<file path="src/verilog/mcpc_pkg.sv">
// Constants for the modem channel and preamble configuration bank.
// Assumes an 8-bit register port with 16-bit addresses on one clock.
package mcpc_pkg;

   // Register port widths
   localparam int ADDR_W = 16;
   localparam int DATA_W = 8;

   // Register addresses
   localparam logic [15:0] MODEM_CONFIG_HIGH_ADDR = 16'hDF0F;
   localparam logic [15:0] MODEM_CONFIG_LOW_ADDR  = 16'hDF10;
   localparam logic [15:0] FREQ_DEV_SETTING_ADDR  = 16'hDF11;

   // Values after reset
   localparam logic [7:0] MODEM_CONFIG_HIGH_RST = 8'h22;
   localparam logic [7:0] MODEM_CONFIG_LOW_RST  = 8'hF8;
   localparam logic [7:0] FREQ_DEV_SETTING_RST  = 8'h47;

   // Writable bits; the others read zero
   localparam logic [7:0] MODEM_CONFIG_HIGH_WMASK = 8'hF3;
   localparam logic [7:0] MODEM_CONFIG_LOW_WMASK  = 8'hFF;
   localparam logic [7:0] FREQ_DEV_SETTING_WMASK  = 8'h77;

   // Field positions
   localparam int FEC_BIT     = 7;
   localparam int PRE_LSB     = 4;
   localparam int SPC_E_LSB   = 0;
   localparam int DEV_E_LSB   = 4;
   localparam int DEV_M_LSB   = 0;

   // Field widths
   localparam int PRE_W   = 3;
   localparam int SPC_E_W = 2;
   localparam int SPC_M_W = 8;
   localparam int DEV_E_W = 3;
   localparam int DEV_M_W = 3;

   // Implied leading ones of the mantissas
   localparam int SPC_IMPLIED = 256;
   localparam int DEV_IMPLIED = 8;

   // Result and input widths
   localparam int PRE_BYTES_W = 5;
   localparam int SPC_W       = 12;
   localparam int DEV_W       = 11;
   localparam int CHANNEL_NUMBER_W      = 8;
   localparam int BASE_W      = 24;
   localparam int LEN_MODE_W  = 2;
   localparam int FREQ_W      = 27;
   // Base word step is four spacing steps
   localparam int BASE_SHIFT  = 2;

endpackage

</file>
<file path="src/verilog/mcpc_mant_exp.sv">
// Mantissa and exponent expander: (implied + mantissa) shifted by exponent.
// Assumes the caller sizes OUT_W to hold the largest result.
`timescale 1ns/1ps
module mcpc_mant_exp #(
   parameter int MANT_W  = 8,
   parameter int EXP_W   = 2,
   parameter int OUT_W   = 12,
   parameter int IMPLIED = 256
) (
   input  wire logic [MANT_W-1:0] mant_i,
   input  wire logic [EXP_W-1:0]  exp_i,
   output logic      [OUT_W-1:0]  value_o
);

   logic [OUT_W-1:0] full_mant;

   // Restore the implied leading one, then scale
   assign full_mant = OUT_W'(IMPLIED) + OUT_W'(mant_i);
   assign value_o   = full_mant << exp_i;

endmodule

</file>
<file path="src/verilog/mcpc_config_bank.sv">
// Modem channel, preamble and deviation configuration registers.
// Assumes a same-clock register master and same-clock field consumers.
`timescale 1ns/1ps
module mcpc_config_bank (
   input  wire logic                              core_clk_i,
   input  wire logic                              arst_n_i,
   input  wire logic [mcpc_pkg::ADDR_W-1:0]       addr_i,
   input  wire logic [mcpc_pkg::DATA_W-1:0]       wr_data_i,
   input  wire logic                              wr_en_i,
   input  wire logic                              rd_en_i,
   input  wire logic [mcpc_pkg::BASE_W-1:0]       base_freq_i,
   input  wire logic [mcpc_pkg::CHANNEL_NUMBER_W-1:0]       channel_number_i,
   input  wire logic [mcpc_pkg::LEN_MODE_W-1:0]   length_mode_i,
   output logic      [mcpc_pkg::DATA_W-1:0]       rd_data_o,
   output logic                                   payload_error_correction_enable_o,
   output logic      [mcpc_pkg::PRE_W-1:0]        preamble_code_o,
   output logic      [mcpc_pkg::PRE_BYTES_W-1:0]  preamble_bytes_o,
   output logic      [mcpc_pkg::SPC_M_W-1:0]      channel_spacing_mantissa_o,
   output logic      [mcpc_pkg::SPC_E_W-1:0]      channel_spacing_exponent_o,
   output logic      [mcpc_pkg::DEV_E_W-1:0]      deviation_exponent_o,
   output logic      [mcpc_pkg::DEV_M_W-1:0]      deviation_mantissa_o,
   output logic      [mcpc_pkg::SPC_W-1:0]        channel_spacing_o,
   output logic      [mcpc_pkg::DEV_W-1:0]        deviation_o,
   output logic      [mcpc_pkg::FREQ_W-1:0]       frequency_o,
   output logic                                   fec_mode_conflict_o
);

   // Preamble code to minimum byte count
   function automatic logic [4:0] pre_bytes(input logic [2:0] code);
      case (code)
         3'h0:    pre_bytes = 5'h02;
         3'h1:    pre_bytes = 5'h03;
         3'h2:    pre_bytes = 5'h04;
         3'h3:    pre_bytes = 5'h06;
         3'h4:    pre_bytes = 5'h08;
         3'h5:    pre_bytes = 5'h0C;
         3'h6:    pre_bytes = 5'h10;
         default: pre_bytes = 5'h18;
      endcase
   endfunction

   logic [7:0]                       high_r;
   logic [7:0]                       low_r;
   logic [7:0]                       dev_r;
   logic [7:0]                       high_nxt;
   logic [7:0]                       low_nxt;
   logic [7:0]                       dev_nxt;
   logic [7:0]                       rd_data_r;
   logic [7:0]                       rd_data_nxt;
   logic [mcpc_pkg::PRE_BYTES_W-1:0] pre_bytes_r;
   logic [mcpc_pkg::SPC_W-1:0]       spacing_w;
   logic [mcpc_pkg::SPC_W-1:0]       spacing_r;
   logic [mcpc_pkg::DEV_W-1:0]       deviation_w;
   logic [mcpc_pkg::DEV_W-1:0]       deviation_r;
   logic [mcpc_pkg::FREQ_W-1:0]      freq_nxt;
   logic [mcpc_pkg::FREQ_W-1:0]      freq_r;
   logic                             conflict_r;

   // Write decode with masking of unused bits
   always_comb begin
      high_nxt = high_r;
      low_nxt  = low_r;
      dev_nxt  = dev_r;
      if (wr_en_i) begin
         case (addr_i)
            mcpc_pkg::MODEM_CONFIG_HIGH_ADDR: begin
               high_nxt = wr_data_i & mcpc_pkg::MODEM_CONFIG_HIGH_WMASK;
            end
            mcpc_pkg::MODEM_CONFIG_LOW_ADDR: begin
               low_nxt = wr_data_i & mcpc_pkg::MODEM_CONFIG_LOW_WMASK;
            end
            mcpc_pkg::FREQ_DEV_SETTING_ADDR: begin
               dev_nxt = wr_data_i & mcpc_pkg::FREQ_DEV_SETTING_WMASK;
            end
            default: begin
               high_nxt = high_r;
            end
         endcase
      end
   end

   // Configuration registers
   always_ff @(posedge core_clk_i or negedge arst_n_i) begin
      if (!arst_n_i) begin
         high_r <= mcpc_pkg::MODEM_CONFIG_HIGH_RST;
         low_r  <= mcpc_pkg::MODEM_CONFIG_LOW_RST;
         dev_r  <= mcpc_pkg::FREQ_DEV_SETTING_RST;
      end else begin
         high_r <= high_nxt;
         low_r  <= low_nxt;
         dev_r  <= dev_nxt;
      end
   end

   // Read mux; unmapped addresses answer zero
   always_comb begin
      rd_data_nxt = 8'h00;
      if (rd_en_i) begin
         case (addr_i)
            mcpc_pkg::MODEM_CONFIG_HIGH_ADDR: begin
               rd_data_nxt = high_r;
            end
            mcpc_pkg::MODEM_CONFIG_LOW_ADDR: begin
               rd_data_nxt = low_r;
            end
            mcpc_pkg::FREQ_DEV_SETTING_ADDR: begin
               rd_data_nxt = dev_r;
            end
            default: begin
               rd_data_nxt = 8'h00;
            end
         endcase
      end
   end

   // Read data stands one cycle after the strobe only
   always_ff @(posedge core_clk_i or negedge arst_n_i) begin
      if (!arst_n_i) begin
         rd_data_r <= 8'h00;
      end else begin
         rd_data_r <= rd_data_nxt;
      end
   end

   // Channel spacing expander
   mcpc_mant_exp #(
      .MANT_W  (mcpc_pkg::SPC_M_W),
      .EXP_W   (mcpc_pkg::SPC_E_W),
      .OUT_W   (mcpc_pkg::SPC_W),
      .IMPLIED (mcpc_pkg::SPC_IMPLIED)
   ) u_spacing (
      .mant_i  (low_r),
      .exp_i   (high_r[mcpc_pkg::SPC_E_LSB +: mcpc_pkg::SPC_E_W]),
      .value_o (spacing_w)
   );

   // Deviation expander
   mcpc_mant_exp #(
      .MANT_W  (mcpc_pkg::DEV_M_W),
      .EXP_W   (mcpc_pkg::DEV_E_W),
      .OUT_W   (mcpc_pkg::DEV_W),
      .IMPLIED (mcpc_pkg::DEV_IMPLIED)
   ) u_deviation (
      .mant_i  (dev_r[mcpc_pkg::DEV_M_LSB +: mcpc_pkg::DEV_M_W]),
      .exp_i   (dev_r[mcpc_pkg::DEV_E_LSB +: mcpc_pkg::DEV_E_W]),
      .value_o (deviation_w)
   );

   // Operating frequency in spacing steps
   assign freq_nxt = (mcpc_pkg::FREQ_W'(base_freq_i) << mcpc_pkg::BASE_SHIFT)
                   + mcpc_pkg::FREQ_W'(spacing_w) * mcpc_pkg::FREQ_W'(channel_number_i);

   // Derived values, registered
   always_ff @(posedge core_clk_i or negedge arst_n_i) begin
      if (!arst_n_i) begin
         pre_bytes_r <= 5'h00;
         spacing_r   <= 12'h000;
         deviation_r <= 11'h000;
         freq_r      <= 27'h0000000;
      end else begin
         pre_bytes_r <= pre_bytes(high_r[mcpc_pkg::PRE_LSB +: mcpc_pkg::PRE_W]);
         spacing_r   <= spacing_w;
         deviation_r <= deviation_w;
         freq_r      <= freq_nxt;
      end
   end

   // Flags correction used outside fixed length mode
   always_ff @(posedge core_clk_i or negedge arst_n_i) begin
      if (!arst_n_i) begin
         conflict_r <= 1'b0;
      end else begin
         conflict_r <= high_r[mcpc_pkg::FEC_BIT] && (length_mode_i != 2'h0);
      end
   end

   // Outputs straight from flops
   assign rd_data_o                         = rd_data_r;
   assign payload_error_correction_enable_o = high_r[mcpc_pkg::FEC_BIT];
   assign preamble_code_o            = high_r[mcpc_pkg::PRE_LSB +: mcpc_pkg::PRE_W];
   assign preamble_bytes_o           = pre_bytes_r;
   assign channel_spacing_mantissa_o = low_r;
   assign channel_spacing_exponent_o = high_r[mcpc_pkg::SPC_E_LSB +: mcpc_pkg::SPC_E_W];
   assign deviation_exponent_o       = dev_r[mcpc_pkg::DEV_E_LSB +: mcpc_pkg::DEV_E_W];
   assign deviation_mantissa_o       = dev_r[mcpc_pkg::DEV_M_LSB +: mcpc_pkg::DEV_M_W];
   assign channel_spacing_o          = spacing_r;
   assign deviation_o                = deviation_r;
   assign frequency_o                = freq_r;
   assign fec_mode_conflict_o        = conflict_r;

   // Independent reference values for the checks
   logic [11:0] chk_spacing;
   logic [10:0] chk_deviation;
   assign chk_spacing   = (12'h100 + {4'h0, low_r}) << high_r[1:0];
   assign chk_deviation = (11'h008 + {8'h00, dev_r[2:0]}) << dev_r[6:4];
endmodule

</file>
<file path="config.mk">
export PLATFORM = sky130hd
export DESIGN_NAME = mcpc_config_bank
export DESIGN_NICKNAME = d
export VERILOG_FILES = /design/src/verilog/mcpc_pkg.sv /design/src/verilog/mcpc_mant_exp.sv /design/src/verilog/mcpc_config_bank.sv
export SDC_FILE = /design/constraint.sdc
export NUM_CORES = 1
export LEC_CHECK = 0
export BUFFER_PORTS_ARGS = -buffer_cell sky130_fd_sc_hd__buf_2
export CAP_MARGIN = 20
export CORE_UTILIZATION = 40
export CTS_CLUSTER_DIAMETER = 60
export DETAILED_ROUTE_END_ITERATION = 10
export GPL_ROUTABILITY_DRIVEN = 0
export GPL_TIMING_DRIVEN = 0
export PLACE_DENSITY_LB_ADDON = 0.05
export SKIP_CTS_REPAIR_TIMING = 1
export SLEW_MARGIN = 20
export SYNTH_ARGS = -nofsm -noshare
export SYNTH_HDL_FRONTEND = slang
export SYNTH_SLANG_ARGS = --single-unit
</file>
<file path="constraint.sdc">
create_clock -name core_clk_i -period 13.3 [get_ports core_clk_i]
set_input_delay 1.33 -clock core_clk_i [delete_from_list [all_inputs] [get_ports core_clk_i]]
set_output_delay 1.33 -clock core_clk_i [all_outputs]
set_load 0.05 [all_outputs]
</file>
==> results.py <==
metrics = {
    "cts": {
        "clock-root-buffer": "clkbuf_16",
        "clk_pin_slew_ns": 0.07,
        "clk_path_buf_depth": 2,
        "cts-buffers-inserted": 9,
        "cts_sinks": 84,
        "cts_tree": "yes",
        "insertion_delay_ns": 0.35,
        "htree_levels": 3,
    },
    "floorplan": {
        "initial_core_util": 0.412,
        "num_io_pins": 146,
        "die_area_um2": 17700,
        "core_area_um2": 16600,
        "die_w_um": 133,
        "row_count": 47,
        "die-height_um": 133,
    },
    "power_and_ir_drop": {
        "p_leak_nw": 4.34,
        "ir_drop_mv": 0.0620,
        "powerDensity_nw_per_um2": 82.1,
        "finalPower_mw": 0.672,
    },
    "finish": {
        "mostFrequentLayoutCells": "buf_2 (147), inv_1 (125), fa_1 (77)",
        "n_antenna_cell": 0,
        "final_common_cell": "buf_2",
        "drive_above_1_share": 0.237,
        "nets": 1007,
        "area_growth_pct": 19.5,
        "stdcell_count": 1051,
        "n_fill_cell": 1589,
    },
    "routing": {
        "dr.pass1.iters": 4,
        "ant_nets": 0,
        "drt_wl_total_mm": 16.8,
        "drc": 0,
        "avgRoutedWirePerCell_um": 16.0,
        "first_iter_violations": 207,
        "num_vias": 5120,
        "routed_via_density": 4.87,
    },
    "hold_path": {
        "hold_path_class": "reg -> reg",
    },
    "yosys": {
        "synth_mux_area_frac": 0.0608,
        "synth_fa_ha_area_frac": 0.302,
        "synthXorXnorAreaFrac": 0.0243,
        "synth_cell_types": 58,
        "ys_ff_latch": 84,
        "synth_nets": 851,
        "ys_seq_area_frac": 0.309,
        "netlist_instances": 670,
        "yosysWarnings": 0,
        "synth_area_um2": 6850,
        "synth_compound_area_frac": 0.0745,
        "synth_top_family_by_area": "adder cells",
        "ys.flop_type": "dfrtp_1",
        "synth.avg_cell_area_um2": 10.2,
        "synth_edf_count": 0,
        "async_reset_ff_frac": 1.00,
        "synth-simple-area-share": 0.149,
    },
    "global_routing": {
        "grt.met3_usage": 0.0349,
        "grt.busiest_layer": "met2",
        "grt_pass1_vias": 5510,
        "grt_pass1_wl_mm": 28.6,
        "globalRouteMet1Util": 0.279,
        "antenna_found_initial": 2,
        "overflow": 0,
        "grt_util_met2": 0.349,
        "grt.total_usage": 0.210,
        "grt_max_degree": 52,
    },
    "sta": {
        "finalMaxSlewViolations": 0,
        "hold_viol": 0,
        "finalCritPeriodShare": 0.455,
        "slew_headroom": 0.366,
        "layout_min_cycle_time_ns": 6.05,
        "fmaxAchievable_mhz": 165,
        "rsz0062_at_grt": "false",
        "setup_violations": 0,
        "finalSetupTns_ns": 0,
        "fin_skew_ns": 0.00931,
        "tightest_slew_ns": 0.924,
    },
    "worst_setup_path": {
        "crit_type": "reg -> reg",
        "cp-start-kind": "flop",
        "critPathMaxFanout": 10,
        "critPathRequiredTime_ns": 13.50,
        "cp-end-kind": "flop",
        "crit_arrival_ns": 6.25,
    },
    "outcome": {
        "status": "finished clean",
    },
    "placement": {
        "place_inst": 1035,
        "portBuffers": 144,
        "hpwl_mm": 13.4,
    },
    "job": {
        "maxCapViolCount": 0,
    },
}
[final cells by class]
| cell class | instances | area, um2 | area share |
|---|---|---|---|
| multi-input combinational | 440 | 4180 | 0.511 |
| sequential | 84 | 2120 | 0.259 |
| timing repair buffer | 145 | 751 | 0.0917 |
| inverter | 125 | 469 | 0.0573 |
| tap | 220 | 275 | 0.0336 |
| clock buffer | 9 | 225 | 0.0275 |
| buffer | 21 | 83.8 | 0.0102 |
| clock inverter | 7 | 81.3 | 0.00994 |
[cells by family after synthesis]
logic type,after synthesis
and+or+nand+nor,191
buffers and inverters,146
adders and majority gates,119
DFF,84
AOI/OAI and AO/OA,75
muxes,36
xor gates and xnor gates,19
[critical path, cell delays in order, from the launching register on]
cell and delay (ns):
dfstp_2 0.53, clkbuf_1 0.28, buf_2 0.27, a21oi_1 0.09, a21oi_1 0.63, and2_1 0.26, fa_1 0.45, fa_1 0.51
inv_1 0.05, fa_1 0.49, fa_1 0.49, inv_1 0.04, ha_1 0.34, and3_1 0.21, a221o_1 0.44, a221oi_4 0.39
and2_4 0.23, nand2_1 0.05, o311ai_1 0.13
[per-layer routing]
layer | wire length, um | vias up
met5 | 23 | -
met4 | 345 | 4
met3 | 698 | 33
met2 | 8230 | 122
met1 | 7540 | 2524
li1 | - | 2437
[worst paths after layout]
| check | cells past startpoint | slack [ns] | to | from |
|---|---|---|---|---|
| min in group asynchronous | 1 | 0.94 | deviation_o[10]$_DFF_PN0_ | arst_n_i |
| min | 1 | 0.57 | fec_mode_conflict_o$_DFF_PN0_ | high_r[7]$_DFFE_PN0P_ |
| max | 18 | 7.25 | frequency_o[20]$_DFF_PN0_ | high_r[1]$_DFFE_PN1P_ |
| max reg2reg | 18 | 7.25 | frequency_o[20]$_DFF_PN0_ | high_r[1]$_DFFE_PN1P_ |
| max in group asynchronous | 2 | 11.69 | channel_spacing_mantissa_o[7]$_DFFE_PN1P_ | arst_n_i |
| min reg2reg | 1 | 0.57 | fec_mode_conflict_o$_DFF_PN0_ | high_r[7]$_DFFE_PN0P_ |
[synthesized netlist by cell type (all sizes together) (3+ instances only)]
| library cell | n | share of area |
|---|---|---|
| inv | 125 | 0.068 |
| fa | 77 | 0.23 |
| dfrtp | 73 | 0.27 |
| nand2 | 61 | 0.034 |
| and2 | 59 | 0.054 |
| ha | 42 | 0.077 |
| a21oi | 25 | 0.018 |
| mux2 | 25 | 0.041 |
| nor2 | 21 | 0.013 |
| and3 | 19 | 0.017 |
| clkbuf | 17 | 0.0093 |
| xnor2 | 15 | 0.019 |
| o21ai | 12 | 0.0099 |
| dfstp | 11 | 0.042 |
| mux2i | 9 | 0.013 |
| nor3 | 8 | 0.0066 |
| a211oi | 6 | 0.0066 |
| a22oi | 6 | 0.0066 |
| nor2b | 6 | 0.0055 |
| a21o | 5 | 0.0058 |
| buf | 4 | 0.0029 |
| nand2b | 4 | 0.0037 |
| xor2 | 4 | 0.0051 |
| nand3 | 3 | 0.0022 |
[per-stage QoR]
stage	worst slack, ns	util	hold WS (ns)	instance area, um2
global route	6.76	0.492	0.604	8180
global placement	6.95	0.471	0.557	7850
finish	7.25	0.492	0.565	8180
CTS	7.16	0.492	0.570	8180
floorplan	7.77	-	0.645	6850
detailed placement	6.91	0.473	0.558	7880
[sequential cells by signal, summed over array words and instances, names as in the netlist]
name                        count
deviation_o                    11
high_r                          6
frequency_o                    27
fec_mode_conflict_o             1
channel_spacing_mantissa_o      8
preamble_bytes_o                5
dev_r                           6
channel_spacing_o              12
rd_data_o                       8
[report_power, final]
group	switching, mW	internal, mW
Combinational	0.0938	0.0425
Sequential	0.00238	0.265
Clock	0.118	0.150
Power figures use the tool's default switching activity.
